File: config.mk
export PLATFORM = sky130hd
export DESIGN_NAME = sbf_buffer_ctl
export DESIGN_NICKNAME = d
export VERILOG_FILES = /design/src/sbf_pkg.sv /design/src/sbf_wake_if.sv /design/src/sbf_buffer_ctl.sv /design/src/sbf_wake_timer.sv
export VERILOG_INCLUDE_DIRS = /design/src
export SDC_FILE = /design/constraint.sdc
export NUM_CORES = 1
export LEC_CHECK = 0
export ABC_AREA = 1
export ABC_CLOCK_PERIOD_IN_PS = 4500
export CAP_MARGIN = 20
export CORE_ASPECT_RATIO = 0.75
export CORE_MARGIN = 2
export CORE_UTILIZATION = 60
export CTS_BUF_LIST = sky130_fd_sc_hd__clkbuf_8 sky130_fd_sc_hd__clkbuf_16
export CTS_CLUSTER_DIAMETER = 40
export CTS_CLUSTER_SIZE = 28
export DETAILED_ROUTE_END_ITERATION = 16
export DONT_BUFFER_PORTS = 1
export PLACE_DENSITY = 0.8
export SLEW_MARGIN = 20
export SYNTH_ARGS = -nofsm -noshare
export SYNTH_HDL_FRONTEND = slang
export SYNTH_SLANG_ARGS = --single-unit
export TNS_END_PERCENT = 10
File: constraint.sdc
create_clock -name ref_clk -period 4.5 [get_ports ref_clk]
set_clock_uncertainty 0.2 [all_clocks]
set_input_delay 0.225 -clock ref_clk [delete_from_list [all_inputs] [get_ports ref_clk]]
set_output_delay 0.225 -clock ref_clk [all_outputs]
set_load 0.05 [all_outputs]
File: src/sbf_cfg.svh
`ifndef SBF_CFG_SVH
`define SBF_CFG_SVH

// ----------------------------------------------------------------
// register map and fields
// ----------------------------------------------------------------
`define SBF_CTRL_ADDR      8'h27
`define SBF_FLUSH_BIT      7
`define SBF_SRC_BIT        6
`define SBF_WMRK_MSB       5
`define SBF_CTRL_RESET     8'h00

// ----------------------------------------------------------------
// buffer sizing and counts
// ----------------------------------------------------------------
`define SBF_CAPACITY       6'h20
`define SBF_COUNT_RESET    6'h00
`define SBF_TIMER_RESET    8'h00

`endif

File: src/sbf_pkg.sv
package sbf_pkg;

    // buffer mode field of buffer_control_register_one
    typedef enum logic [1:0] {
        SBF_MODE_OFF    = 2'b00,
        SBF_MODE_STREAM = 2'b01,
        SBF_MODE_STOP   = 2'b10,
        SBF_MODE_TRIG   = 2'b11
    } sbf_mode_t;

    typedef enum logic [1:0] {
        SBF_TS_ARMED = 2'b00,
        SBF_TS_FILL  = 2'b01,
        SBF_TS_HELD  = 2'b10
    } sbf_tstate_t;

    typedef struct packed {
        logic [5:0]  count;
        logic        ovf;
        logic        wm;
        logic [5:0]  wmrk;
        logic        src;
        sbf_tstate_t tstate;
        logic [5:0]  post;
        logic [7:0]  rdata;
        logic        flush;
        logic        gclr;
        logic        drop;
    } sbf_ctl_state_t;

    typedef struct packed {
        logic [7:0] tmr;
        logic       sleep;
        logic       flags_prev;
    } sbf_wake_state_t;

endpackage

File: src/sbf_wake_if.sv
`timescale 1ns/1ps
interface sbf_wake_if;
    logic       odr_tick;
    logic [7:0] period;
    logic       wake_event;
    logic       force_awake;
    logic       src_active;
    logic       buf_flags;
    logic       flag_clear;
    logic       sleep;

    modport ctl (
        output odr_tick, period, wake_event, force_awake, src_active, buf_flags, flag_clear,
        input  sleep
    );
    modport tmr (
        input  odr_tick, period, wake_event, force_awake, src_active, buf_flags, flag_clear,
        output sleep
    );
endinterface

File: src/sbf_buffer_ctl.sv
`timescale 1ns/1ps
`include "sbf_cfg.svh"
// Notes on behaviour
// - writing one to the flush bit discards all samples and clears buffer flags
// - flush also clears gate error flag and five-bit gate sample count
// - flush bit clears itself at once; a read always returns it as zero
// - with keep-awake enable at zero, auto-sleep ignores watermark and overflow flags
// - with keep-awake enable set, timer expiry with flags still set enters sleep
// - with keep-awake enable set, host clearing flags by flush or read restarts auto-sleep timer and stays awake
// - keep-awake enable acts only in stream or stop buffer mode
// - watermark flag is raised while sample count is at least watermark level
// - watermark level zero never raises the watermark flag
// - in triggered mode watermark level caps the kept pre-trigger samples
// - after trigger, ignore triggers, store 32 minus level, set overflow, hold
module sbf_buffer_ctl (
    // clock and reset
    input  wire logic       ref_clk,
    input  wire logic       rstn,
    // register port
    input  wire logic [7:0] reg_addr,
    input  wire logic       reg_wr,
    input  wire logic [7:0] reg_wdata,
    output logic      [7:0] reg_rdata,
    // buffer datapath events
    input  wire logic [1:0] buf_mode,
    input  wire logic       sample_push,
    input  wire logic       sample_pop,
    input  wire logic       trigger_in,
    // auto wake/sleep inputs
    input  wire logic       odr_tick,
    input  wire logic [7:0] auto_sleep_period,
    input  wire logic       other_wake_event,
    // status and control outputs
    output logic      [5:0] sample_count,
    output logic            watermark_flag,
    output logic            overflow_flag,
    output logic            flush_strobe,
    output logic            gate_status_clear,
    output logic            drop_oldest,
    output logic            collect_enable,
    output logic            sleep_mode
);

    sbf_pkg::sbf_ctl_state_t s_ff;
    sbf_pkg::sbf_ctl_state_t nxt_s;
    sbf_wake_if              wk ();

    // ----------------------------------------------------------------
    // helpers
    // ----------------------------------------------------------------
    function automatic logic wm_hit(input logic [5:0] cnt, input logic [5:0] lvl);
        wm_hit = (lvl != 6'h00) && (cnt >= lvl);
    endfunction

    function automatic logic [5:0] post_len(input logic [5:0] lvl);
        post_len = `SBF_CAPACITY - lvl;
    endfunction

    logic             wr_hit;
    logic             mode_off;
    logic             mode_trig;
    logic             pop_ok;
    logic             host_flag_clear;
    logic [5:0]       cnt_tmp;

    assign wr_hit    = reg_wr && (reg_addr == `SBF_CTRL_ADDR);
    assign mode_off  = (buf_mode == sbf_pkg::SBF_MODE_OFF);
    assign mode_trig = (buf_mode == sbf_pkg::SBF_MODE_TRIG);
    assign pop_ok    = sample_pop && (s_ff.count != 6'h00);
    assign host_flag_clear = (s_ff.wm || s_ff.ovf)
                           && ((wr_hit && reg_wdata[`SBF_FLUSH_BIT]) || pop_ok);

    // ----------------------------------------------------------------
    // next state
    // ----------------------------------------------------------------
    always_comb begin
        nxt_s = s_ff;
        cnt_tmp = s_ff.count;
        nxt_s.flush = 1'b0;
        nxt_s.gclr = 1'b0;
        nxt_s.drop = 1'b0;
        if (wr_hit) begin
            nxt_s.wmrk = reg_wdata[`SBF_WMRK_MSB:0];
            nxt_s.src = reg_wdata[`SBF_SRC_BIT];
        end
        if (wr_hit && reg_wdata[`SBF_FLUSH_BIT]) begin
            // flush wins over any sample movement in the same cycle
            nxt_s.flush = 1'b1;
            nxt_s.gclr = 1'b1;
            cnt_tmp = `SBF_COUNT_RESET;
            nxt_s.ovf = 1'b0;
            nxt_s.post = 6'h00;
            nxt_s.tstate = sbf_pkg::SBF_TS_ARMED;
        end else if (mode_off) begin
            cnt_tmp = `SBF_COUNT_RESET;
            nxt_s.ovf = 1'b0;
            nxt_s.gclr = 1'b1;
            nxt_s.post = 6'h00;
            nxt_s.tstate = sbf_pkg::SBF_TS_ARMED;
        end else begin
            if (pop_ok) begin
                cnt_tmp = s_ff.count - 6'h01;
                nxt_s.ovf = 1'b0;
                if (s_ff.count == 6'h01) begin
                    nxt_s.gclr = 1'b1;
                end
            end
            if (mode_trig) begin
                case (s_ff.tstate)
                    sbf_pkg::SBF_TS_ARMED: begin
                        if (trigger_in) begin
                            nxt_s.tstate = sbf_pkg::SBF_TS_FILL;
                            nxt_s.post = 6'h00;
                        end else if (sample_push) begin
                            if (cnt_tmp < nxt_s.wmrk) begin
                                cnt_tmp = cnt_tmp + 6'h01;
                            end else begin
                                nxt_s.drop = 1'b1;
                            end
                        end
                    end
                    sbf_pkg::SBF_TS_FILL: begin
                        // further triggers fall through untouched here
                        if (sample_push && cnt_tmp < `SBF_CAPACITY) begin
                            cnt_tmp = cnt_tmp + 6'h01;
                            nxt_s.post = s_ff.post + 6'h01;
                            if (s_ff.post + 6'h01 >= post_len(s_ff.wmrk)
                                || cnt_tmp == `SBF_CAPACITY) begin
                                nxt_s.ovf = 1'b1;
                                nxt_s.tstate = sbf_pkg::SBF_TS_HELD;
                            end
                        end
                    end
                    sbf_pkg::SBF_TS_HELD: begin
                        nxt_s.ovf = 1'b1;
                        if (cnt_tmp == 6'h00) begin
                            nxt_s.ovf = 1'b0;
                            nxt_s.tstate = sbf_pkg::SBF_TS_ARMED;
                        end
                    end
                    default: begin
                        nxt_s.tstate = sbf_pkg::SBF_TS_ARMED;
                    end
                endcase
            end else begin
                nxt_s.tstate = sbf_pkg::SBF_TS_ARMED;
                if (sample_push) begin
                    if (cnt_tmp < `SBF_CAPACITY) begin
                        cnt_tmp = cnt_tmp + 6'h01;
                    end else begin
                        // stream drops the oldest, stop refuses the new one
                        nxt_s.ovf = 1'b1;
                        nxt_s.drop = (buf_mode == sbf_pkg::SBF_MODE_STREAM);
                    end
                end
            end
        end
        nxt_s.count = cnt_tmp;
        nxt_s.wm = wm_hit(cnt_tmp, nxt_s.wmrk);
        // flush bit is never stored, so it reads back as zero
        nxt_s.rdata = (reg_addr == `SBF_CTRL_ADDR) ? {1'b0, nxt_s.src, nxt_s.wmrk} : 8'h00;
    end

    always_ff @(posedge ref_clk or negedge rstn) begin
        if (!rstn) begin
            s_ff <= '0;
        end else begin
            s_ff <= nxt_s;
        end
    end

    // ----------------------------------------------------------------
    // auto wake/sleep link
    // ----------------------------------------------------------------
    assign wk.odr_tick    = odr_tick;
    assign wk.period      = auto_sleep_period;
    assign wk.wake_event  = other_wake_event || (mode_trig && trigger_in
                            && s_ff.tstate == sbf_pkg::SBF_TS_ARMED);
    assign wk.force_awake = mode_trig && (s_ff.tstate != sbf_pkg::SBF_TS_ARMED);
    assign wk.src_active  = s_ff.src && (buf_mode == sbf_pkg::SBF_MODE_STREAM
                            || buf_mode == sbf_pkg::SBF_MODE_STOP);
    assign wk.buf_flags   = s_ff.wm || s_ff.ovf;
    assign wk.flag_clear  = host_flag_clear;

    sbf_wake_timer u_wake (
        .ref_clk (ref_clk),
        .rstn    (rstn),
        .wk      (wk)
    );

    // ----------------------------------------------------------------
    // outputs
    // ----------------------------------------------------------------
    assign reg_rdata         = s_ff.rdata;
    assign sample_count      = s_ff.count;
    assign watermark_flag    = s_ff.wm;
    assign overflow_flag     = s_ff.ovf;
    assign flush_strobe      = s_ff.flush;
    assign gate_status_clear = s_ff.gclr;
    assign drop_oldest       = s_ff.drop;
    assign collect_enable    = !mode_off && !(mode_trig && s_ff.tstate == sbf_pkg::SBF_TS_HELD)
                               && !(buf_mode == sbf_pkg::SBF_MODE_STOP
                               && s_ff.count == `SBF_CAPACITY);
    assign sleep_mode        = wk.sleep;

    // ----------------------------------------------------------------
    // checks
    // ----------------------------------------------------------------
    AST_FLUSH_CLEARS: assert property (@(posedge ref_clk) disable iff (!rstn)
        flush_strobe |-> sample_count == 6'h00 && !overflow_flag && !watermark_flag)
        else $error("flush left samples or flags behind");
    AST_FLUSH_GATE: assert property (@(posedge ref_clk) disable iff (!rstn)
        wr_hit && reg_wdata[`SBF_FLUSH_BIT] |=> gate_status_clear && flush_strobe)
        else $error("flush did not clear gate status");
    AST_FLUSH_SELF_CLEAR: assert property (@(posedge ref_clk) disable iff (!rstn)
        flush_strobe && !(wr_hit && reg_wdata[`SBF_FLUSH_BIT]) |=> !flush_strobe)
        else $error("flush bit held past one cycle");
    AST_FLUSH_READS_ZERO: assert property (@(posedge ref_clk) disable iff (!rstn)
        !reg_rdata[`SBF_FLUSH_BIT])
        else $error("flush bit seen high on readback");
    AST_SRC_MODE_GATE: assert property (@(posedge ref_clk) disable iff (!rstn)
        mode_trig || mode_off |-> !wk.src_active)
        else $error("keep-awake enable active outside stream or stop");
    AST_WM_COMPARE: assert property (@(posedge ref_clk) disable iff (!rstn)
        watermark_flag == (s_ff.wmrk != 6'h00 && sample_count >= s_ff.wmrk))
        else $error("watermark flag disagrees with count");
    AST_WM_ZERO: assert property (@(posedge ref_clk) disable iff (!rstn)
        s_ff.wmrk == 6'h00 |-> !watermark_flag)
        else $error("watermark raised at level zero");
    AST_PRETRIG_CAP: assert property (@(posedge ref_clk) disable iff (!rstn)
        mode_trig && s_ff.tstate == sbf_pkg::SBF_TS_ARMED && $stable(s_ff.wmrk)
        && $past(mode_trig) && $past(s_ff.count) <= s_ff.wmrk |-> sample_count <= s_ff.wmrk)
        else $error("pre-trigger samples exceed level");
    AST_HELD_OVF: assert property (@(posedge ref_clk) disable iff (!rstn)
        mode_trig && s_ff.tstate == sbf_pkg::SBF_TS_HELD |-> overflow_flag && !collect_enable)
        else $error("held trigger capture without overflow");
    AST_WM_EVERY_CYCLE: assert property (@(posedge ref_clk) disable iff (!rstn)
        wr_hit && !reg_wdata[`SBF_FLUSH_BIT] && !mode_off && !sample_push && !sample_pop
        |=> watermark_flag == ($past(reg_wdata[`SBF_WMRK_MSB:0]) != 6'h00
        && $past(sample_count) >= $past(reg_wdata[`SBF_WMRK_MSB:0])))
        else $error("watermark not refreshed after level write");
    AST_POP_CLEARS_OVF: assert property (@(posedge ref_clk) disable iff (!rstn)
        pop_ok && !mode_off && !mode_trig && !sample_push |=> !overflow_flag)
        else $error("sample read-out left overflow set");
    AST_FILL_IGNORES_TRIG: assert property (@(posedge ref_clk) disable iff (!rstn)
        mode_trig && s_ff.tstate == sbf_pkg::SBF_TS_FILL && trigger_in && !sample_push
        && !(wr_hit && reg_wdata[`SBF_FLUSH_BIT]) |=> s_ff.tstate == sbf_pkg::SBF_TS_FILL)
        else $error("trigger during capture disturbed the capture");

    COV_FLUSH: cover property (@(posedge ref_clk) disable iff (!rstn)
        overflow_flag ##1 flush_strobe);
    COV_WM_RISE: cover property (@(posedge ref_clk) disable iff (!rstn)
        $rose(watermark_flag));
    COV_TRIG_HELD: cover property (@(posedge ref_clk) disable iff (!rstn)
        mode_trig && $rose(s_ff.tstate == sbf_pkg::SBF_TS_HELD));
    COV_SLEEP: cover property (@(posedge ref_clk) disable iff (!rstn)
        $rose(sleep_mode));
    COV_FILL_TRIG: cover property (@(posedge ref_clk) disable iff (!rstn)
        mode_trig && s_ff.tstate == sbf_pkg::SBF_TS_FILL && trigger_in);

endmodule // sbf_buffer_ctl

File: src/sbf_wake_timer.sv
`timescale 1ns/1ps
`include "sbf_cfg.svh"
module sbf_wake_timer (
    // clock and reset
    input wire logic ref_clk,
    input wire logic rstn,
    // link to buffer control
    sbf_wake_if.tmr  wk
);

    sbf_pkg::sbf_wake_state_t s_ff;
    sbf_pkg::sbf_wake_state_t nxt_s;

    always_comb begin
        nxt_s = s_ff;
        nxt_s.flags_prev = wk.buf_flags;
        if (wk.wake_event || wk.force_awake) begin
            nxt_s.sleep = 1'b0;
            nxt_s.tmr = `SBF_TIMER_RESET;
        end else if (wk.src_active && wk.flag_clear) begin
            nxt_s.sleep = 1'b0;
            nxt_s.tmr = `SBF_TIMER_RESET;
        end else if (wk.src_active && wk.buf_flags && !s_ff.flags_prev) begin
            // a freshly raised flag restarts the wake period the host has to react in
            nxt_s.tmr = `SBF_TIMER_RESET;
        end else if (!s_ff.sleep && wk.odr_tick && wk.period != 8'h00) begin
            if (s_ff.tmr + 8'h01 >= wk.period) begin
                nxt_s.sleep = 1'b1;
                nxt_s.tmr = `SBF_TIMER_RESET;
            end else begin
                nxt_s.tmr = s_ff.tmr + 8'h01;
            end
        end
    end

    always_ff @(posedge ref_clk or negedge rstn) begin
        if (!rstn) begin
            s_ff <= '0;
        end else begin
            s_ff <= nxt_s;
        end
    end

    assign wk.sleep = s_ff.sleep;

    // ----------------------------------------------------------------
    // checks
    // ----------------------------------------------------------------
    AST_HOST_CLEAR_KEEPS_AWAKE: assert property (@(posedge ref_clk) disable iff (!rstn)
        wk.src_active && wk.flag_clear |=> !s_ff.sleep && s_ff.tmr == 8'h00)
        else $error("host flag clear did not restart the auto-sleep timer");
    AST_EXPIRY_SLEEPS: assert property (@(posedge ref_clk) disable iff (!rstn)
        !s_ff.sleep && wk.odr_tick && wk.period != 8'h00 && s_ff.tmr + 8'h01 >= wk.period
        && !wk.wake_event && !wk.force_awake && !wk.flag_clear && !wk.buf_flags |=> s_ff.sleep)
        else $error("timer expiry did not enter sleep");
    AST_IGNORED_FLAGS: assert property (@(posedge ref_clk) disable iff (!rstn)
        !wk.src_active && !wk.wake_event && !wk.force_awake && !wk.odr_tick
        |=> s_ff.tmr == $past(s_ff.tmr))
        else $error("buffer flags moved the timer while ignored");

endmodule // sbf_wake_timer
# After elaboration in Yosys (flattened, before gate mapping)
# Cells that the tools add are included.
# W data, S select, Z words.
word_totals:
  regBits: 43
  inputBits: 34
  elab_cells: 141
op_classes:
  n_addsub: 5
  order_cmp: 5
  eq_ne: 16
  muxes: 56
  reduce_logical: 45
op_table:
  columns: ["op", "n"]
  rows:
  - ["$mux W6", 13]
  - ["$mux W8", 6]
  - ["$mux W9", 3]
  - ["$mux W1", 25]
  - ["$pmux W6 S2", 2]
  - ["$ne A5 B5 Y1 const B", 4]
  - ["$logic_and A1 B1 Y1", 19]
  - ["$mux W7", 2]
  - ["$add A6 B1 Y6 const B", 2]
  - ["$eq A6 B6 Y1 const B", 2]
  - ["$ge A6 B6 Y1", 2]
  - ["$reduce_bool A6 Y1", 2]
  - ["$reduce_bool A3 Y1", 3]
  - ["$add A8 B1 Y8 const B", 1]
  - ["$eq A8 B6 Y1 const B", 1]
  - ["$ge A8 B8 Y1", 1]
  - ["$ne A4 B4 Y1 const B", 2]
  - ["$reduce_and A4 Y1", 2]
  - ["$reduce_bool A4 Y1", 2]
  - ["$reduce_bool A8 Y1", 1]
  - ["$eq A2 B2 Y1 const B", 3]
  - ["$eq A6 B1 Y1 const B", 1]
  - ["$logic_not A6 Y1", 1]
  - ["$logic_or A1 B1 Y1", 6]
  - ["13 further kinds", 21]

# Longest topological paths before layout
depth:
  depth_word: 15
  mapped_depth: 28
  depth_no_buf: 28

# Hierarchy
# A second synthesis with hierarchy kept.
hier_totals:
  hier_cells: 531
  hier_area_um2: 3842.4
by_module_without_submodules:
  columns: ["module", "n_inst", "cells_each", "area_per_inst_um2"]
  rows:
  - ["sbf_buffer_ctl", 1, 415, 3012.9]
  - ["sbf_wake_timer", 1, 116, 829.5]

# Worst setup path after synthesis
# No wires, ideal clock.
synth_path:
  path_kind: "register -> register"
  from: "register s_ff, in the netlist sample_count[0]"
  to: "register s_ff, in the netlist watermark_flag"
  setup_ns: 0.145
  arrival_ns: 3.779
  t_required_ns: 4.155
  setup_slack_ns: 0.375
  stages_incl_launch_ff: 27
  period_less_slack_ns: 4.125
  path_cell_list: "dfrtp_1 -> inv_1 -> ha_1 -> nand3_4 -> nand2_4 -> inv_2 -> nand2_1 -> nand2_4 -> ha_1 -> nand2_1 -> nor2_1 -> a211oi_1 -> nand3_4 -> nand2_1 -> nand3_1 -> nand2_1 -> nand2_1 -> nand2_1 -> nand3_1 -> ha_1 -> o21a_1 -> o21a_1 -> o21a_1 -> o21ai_0 -> nand2_1 -> a21oi_1 -> a31oi_1"
synth_lines:
  columns: ["item", "line", "text"]
  rows:
  - ["start: declaration", "sbf_buffer_ctl.sv:44", "sbf_pkg::sbf_ctl_state_t s_ff;"]
  - ["start signal: assignment", "sbf_buffer_ctl.sv:168", "s_ff <= nxt_s;"]

==> summary.txt <==
Critical path
  • Crit Path Class: flip-flop to flip-flop
  • Cell family with most CP delay: simple AND/OR/NAND/NOR gates
  • CP Launch Type: flip-flop
  • Buf+Inv Stages, Crit Path: 2
  • Beginning of the critical path: sample_count[0]$_DFF_PN0_
  • Crit Path Max Fanout: 10
  • Data required, critical path: 4.49 ns
  • CP most frequent cell: nand2_1
  • Register-to-Register Path Depth: 26
  • Max stage delay on crit path: 0.38 ns
  • Worst path slowest cell: dfrtp_1
  • Worst setup EP type: flip-flop
  • Worst R2R Start: sample_count[0]$_DFF_PN0_
  • R2R setup slack: 0.31 ns
  • Worst path arrival time: 4.18 ns
  • Worst r2r dst: watermark_flag$_DFF_PN0_

Synthesis
  • Mean Syn Cell Area: 7.520 um^2
  • Top FF cell, synth: dfrtp_1
  • Post-synth EDFFs: 0
  • YS warnings: 0
  • Sequential share of the synthesized area: 28.91%
  • Synthesized netlist cell count: 495
  • Post-Synthesis Cell Area: 3722 um^2
  • Synth Register Bits: 43
  • Syn Nets: 571
  • Library cells used by synthesis: 43
  • Asr flop ratio synth: 100.0%

Placement
  • I/O Buffers: 0
  • Area after DPL: 3767 um^2
  • DP Wirelength: 6850 um
  • Placer Congestion: 0.9831

Floorplan
  • Die Span Y: 72.21 um
  • Die area: 6856 um^2
  • Row count: 24
  • Initial Util: 62.92%
  • Chip Width: 94.95 um
  • Core box area: 5916 um^2
  • Io pins: 55

Global routing
  • Initial antenna violation count: 0
  • Vias in the first global route: 2985
  • First-pass GRT wire length: 13930 um
  • Grt ovf: 0
  • All-Layer GR Usage: 26.42%
  • Pin count of the biggest net entering global routing: 44

Finish
  • Share of layout cells above drive strength 1: 13.81%
  • Post-Layout Inst Area: 3991 um^2
  • P&R area growth vs syn: 7.227%
  • Filler cells: 482
  • # nets final: 582
  • Antenna Cells: 0

STA
  • Final critical-path required period: 4.194 ns
  • Final Hold Viols: 0
  • Ratio of final minimum period to clock period: 93.20%
  • Slew Viols, Final: 0
  • WHS: 0.01302 ns
  • F_max: 0.2384 GHz
  • Worst slew pin tran: 0.9865 ns
  • RSZ-0062 raised after global routing: false
  • # setup viols final: 0
  • Rel. slew slack: 43.24%
  • Setup TNS Final: 0 ns

CTS
  • Total CTS buffers: 5
  • PostCTS Resize Cnt: 0
  • Clk sinks: 43
  • CTS tree: built
  • Clock latency on the worst-skew pair: 0.31 ns
  • Clk buf depth: 2
  • Clk slew on worst S/H paths: 0.09 ns
  • H-tree levels: 2
  • Post-CTS Setup Bufs: 0
  • Clock root buffer: clkbuf_8

Run
  • Max-capacitance violation count: 0

Detailed routing
  • Routed WL per cell: 14.56 um
  • Antenna viol nets, final: 0
  • Via count: 3220
  • # DRC: 0
  • Final WL: 8515 um
  • DRT iter0 DRCs: 237
  • Vias/cell: 5.504
  • Drt first pass iters: 5

Min path
  • Cells on Worst Hold Path: 3
  • Hold Path Class: input port to flip-flop
  • Hold_sp: reg_addr[7]
  • WHS Endpoint: reg_rdata[0]$_DFF_PN0_

Power
  • Leakage: 0.002094 uW
  • Power per cell area: 480.2 nW/um^2
  • Max VDD drop: 0.2222 mV
  • Total power: 1917 uW

Status
  • Status: finished, final reports clean
-- sequential cells by signal, indices dropped and copies added (netlist names), 6 cells and up --
register / flops
s_ff: 15
sample_count: 6
reg_rdata: 7
u_wake.s_ff: 9
-- layout make-up --
cell class	instances	area [um^2]	area share, %
Multi-Input combinational cell	347	2192	54.92
Sequential cell	43	1076	26.96
Inverter	88	334.1	8.370
Timing Repair Buffer	21	197.7	4.953
Tap cell	78	97.59	2.445
Clock buffer	5	68.82	1.724
Clock inverter	3	25.02	0.6270
-- cell families (layout without fill, tap and decap cells) --
logic type,after synthesis,in the layout,synth area share (%)
muxes,1,1,0.2689
and+or+nand+nor,218,218,28.87
AOI/OAI and AO/OA,71,71,12.07
buffers and inverters,105,117,12.37
adders and majority gates,42,42,14.12
xor gates and xnor gates,14,14,3.294
DFF,43,43,28.91
other,1,1,0.1007
-- worst max-delay path by stage --
| stage | endpoint | slack [ns] | cells after the start |
|---|---|---|---|
| 2_1_floorplan | watermark_flag$_DFF_PN0_ | 0.38 | 26 |
| 3_3_place_gp | watermark_flag$_DFF_PN0_ | 0.49 | 26 |
| 3_5_place_dp | watermark_flag$_DFF_PN0_ | 0.35 | 25 |
| 4_1_cts | watermark_flag$_DFF_PN0_ | 0.34 | 26 |
| 5_1_grt | watermark_flag$_DFF_PN0_ | 0.01 | 26 |
| 6_report | watermark_flag$_DFF_PN0_ | 0.31 | 26 |
-- routing by layer --
metal	up-vias	GRT usage (%)	wire, um
met5	-	0	0
met4	0	8.374	205
met3	16	5.815	675
met2	119	39.56	3611
met1	1478	38.31	4022
li1	1607	-	-
-- synth_stat cells (4+ instances only) --
master | instances | area share (%)
nand4_1 | 14 | 2.4
inv_1 | 79 | 8.0
ha_1 | 42 | 14
o21ai_1 | 8 | 1.1
nand2_2 | 4 | 0.67
o21ai_2 | 4 | 0.94
a21oi_1 | 17 | 2.3
o21ai_0 | 20 | 2.7
nand2_1 | 104 | 10
xor2_1 | 12 | 2.8
dfrtp_1 | 43 | 29
nor3_1 | 6 | 0.81
inv_2 | 7 | 0.71
a21oi_2 | 6 | 1.4
nand2_4 | 5 | 1.5
or2_2 | 6 | 1.0
buf_4 | 14 | 2.8
nand3_1 | 25 | 3.4
nor2_1 | 34 | 3.4
-- worst min-delay path: stages --
cell     delay (ns)
nor3_2         0.03
nand2_1        0.16
a21oi_1        0.07
-- layout by cell type, fill, tap and decap left out, types with 11 or more instances in the layout --
| cell type | Yosys | layout |
|---|---|---|
| dfrtp_1 | 43 | 43 |
| nand3_1 | 25 | 25 |
| a21oi_1 | 17 | 17 |
| xor2_1 | 12 | 12 |
| dlygate4sd3_1 | 0 | 11 |
| nand2_1 | 104 | 104 |
| o21ai_0 | 20 | 20 |
| ha_1 | 42 | 42 |
| nand4_1 | 14 | 14 |
| nor2_1 | 34 | 34 |
| inv_1 | 79 | 79 |
-- repair_timing --
action	CTS	global route
hold buffers	12	0
endpoints found under the setup margin	0	0
endpoints found under the hold margin	51	0
-- power breakdown --
part	internal (uW)	total (uW)	leakage (uW)	switching, uW
combinational	370	1110	0.00148	742
clock	111	260	0.0000443	149
sequential	441	545	0.000567	103
total	922	1920	0.00209	994
-- per-stage QoR --
step	worst slack (ns)	std cells	utilization (%)
final	0.3060	585	67.47
after global routing	0.01297	585	67.47
after CTS	0.3442	585	67.47
after detailed placement	0.3512	565	63.68
after global placement	0.4899	565	63.68
after floorplan	0.3754	495	-
No activity file was read; power rests on OpenSTA's default activity.
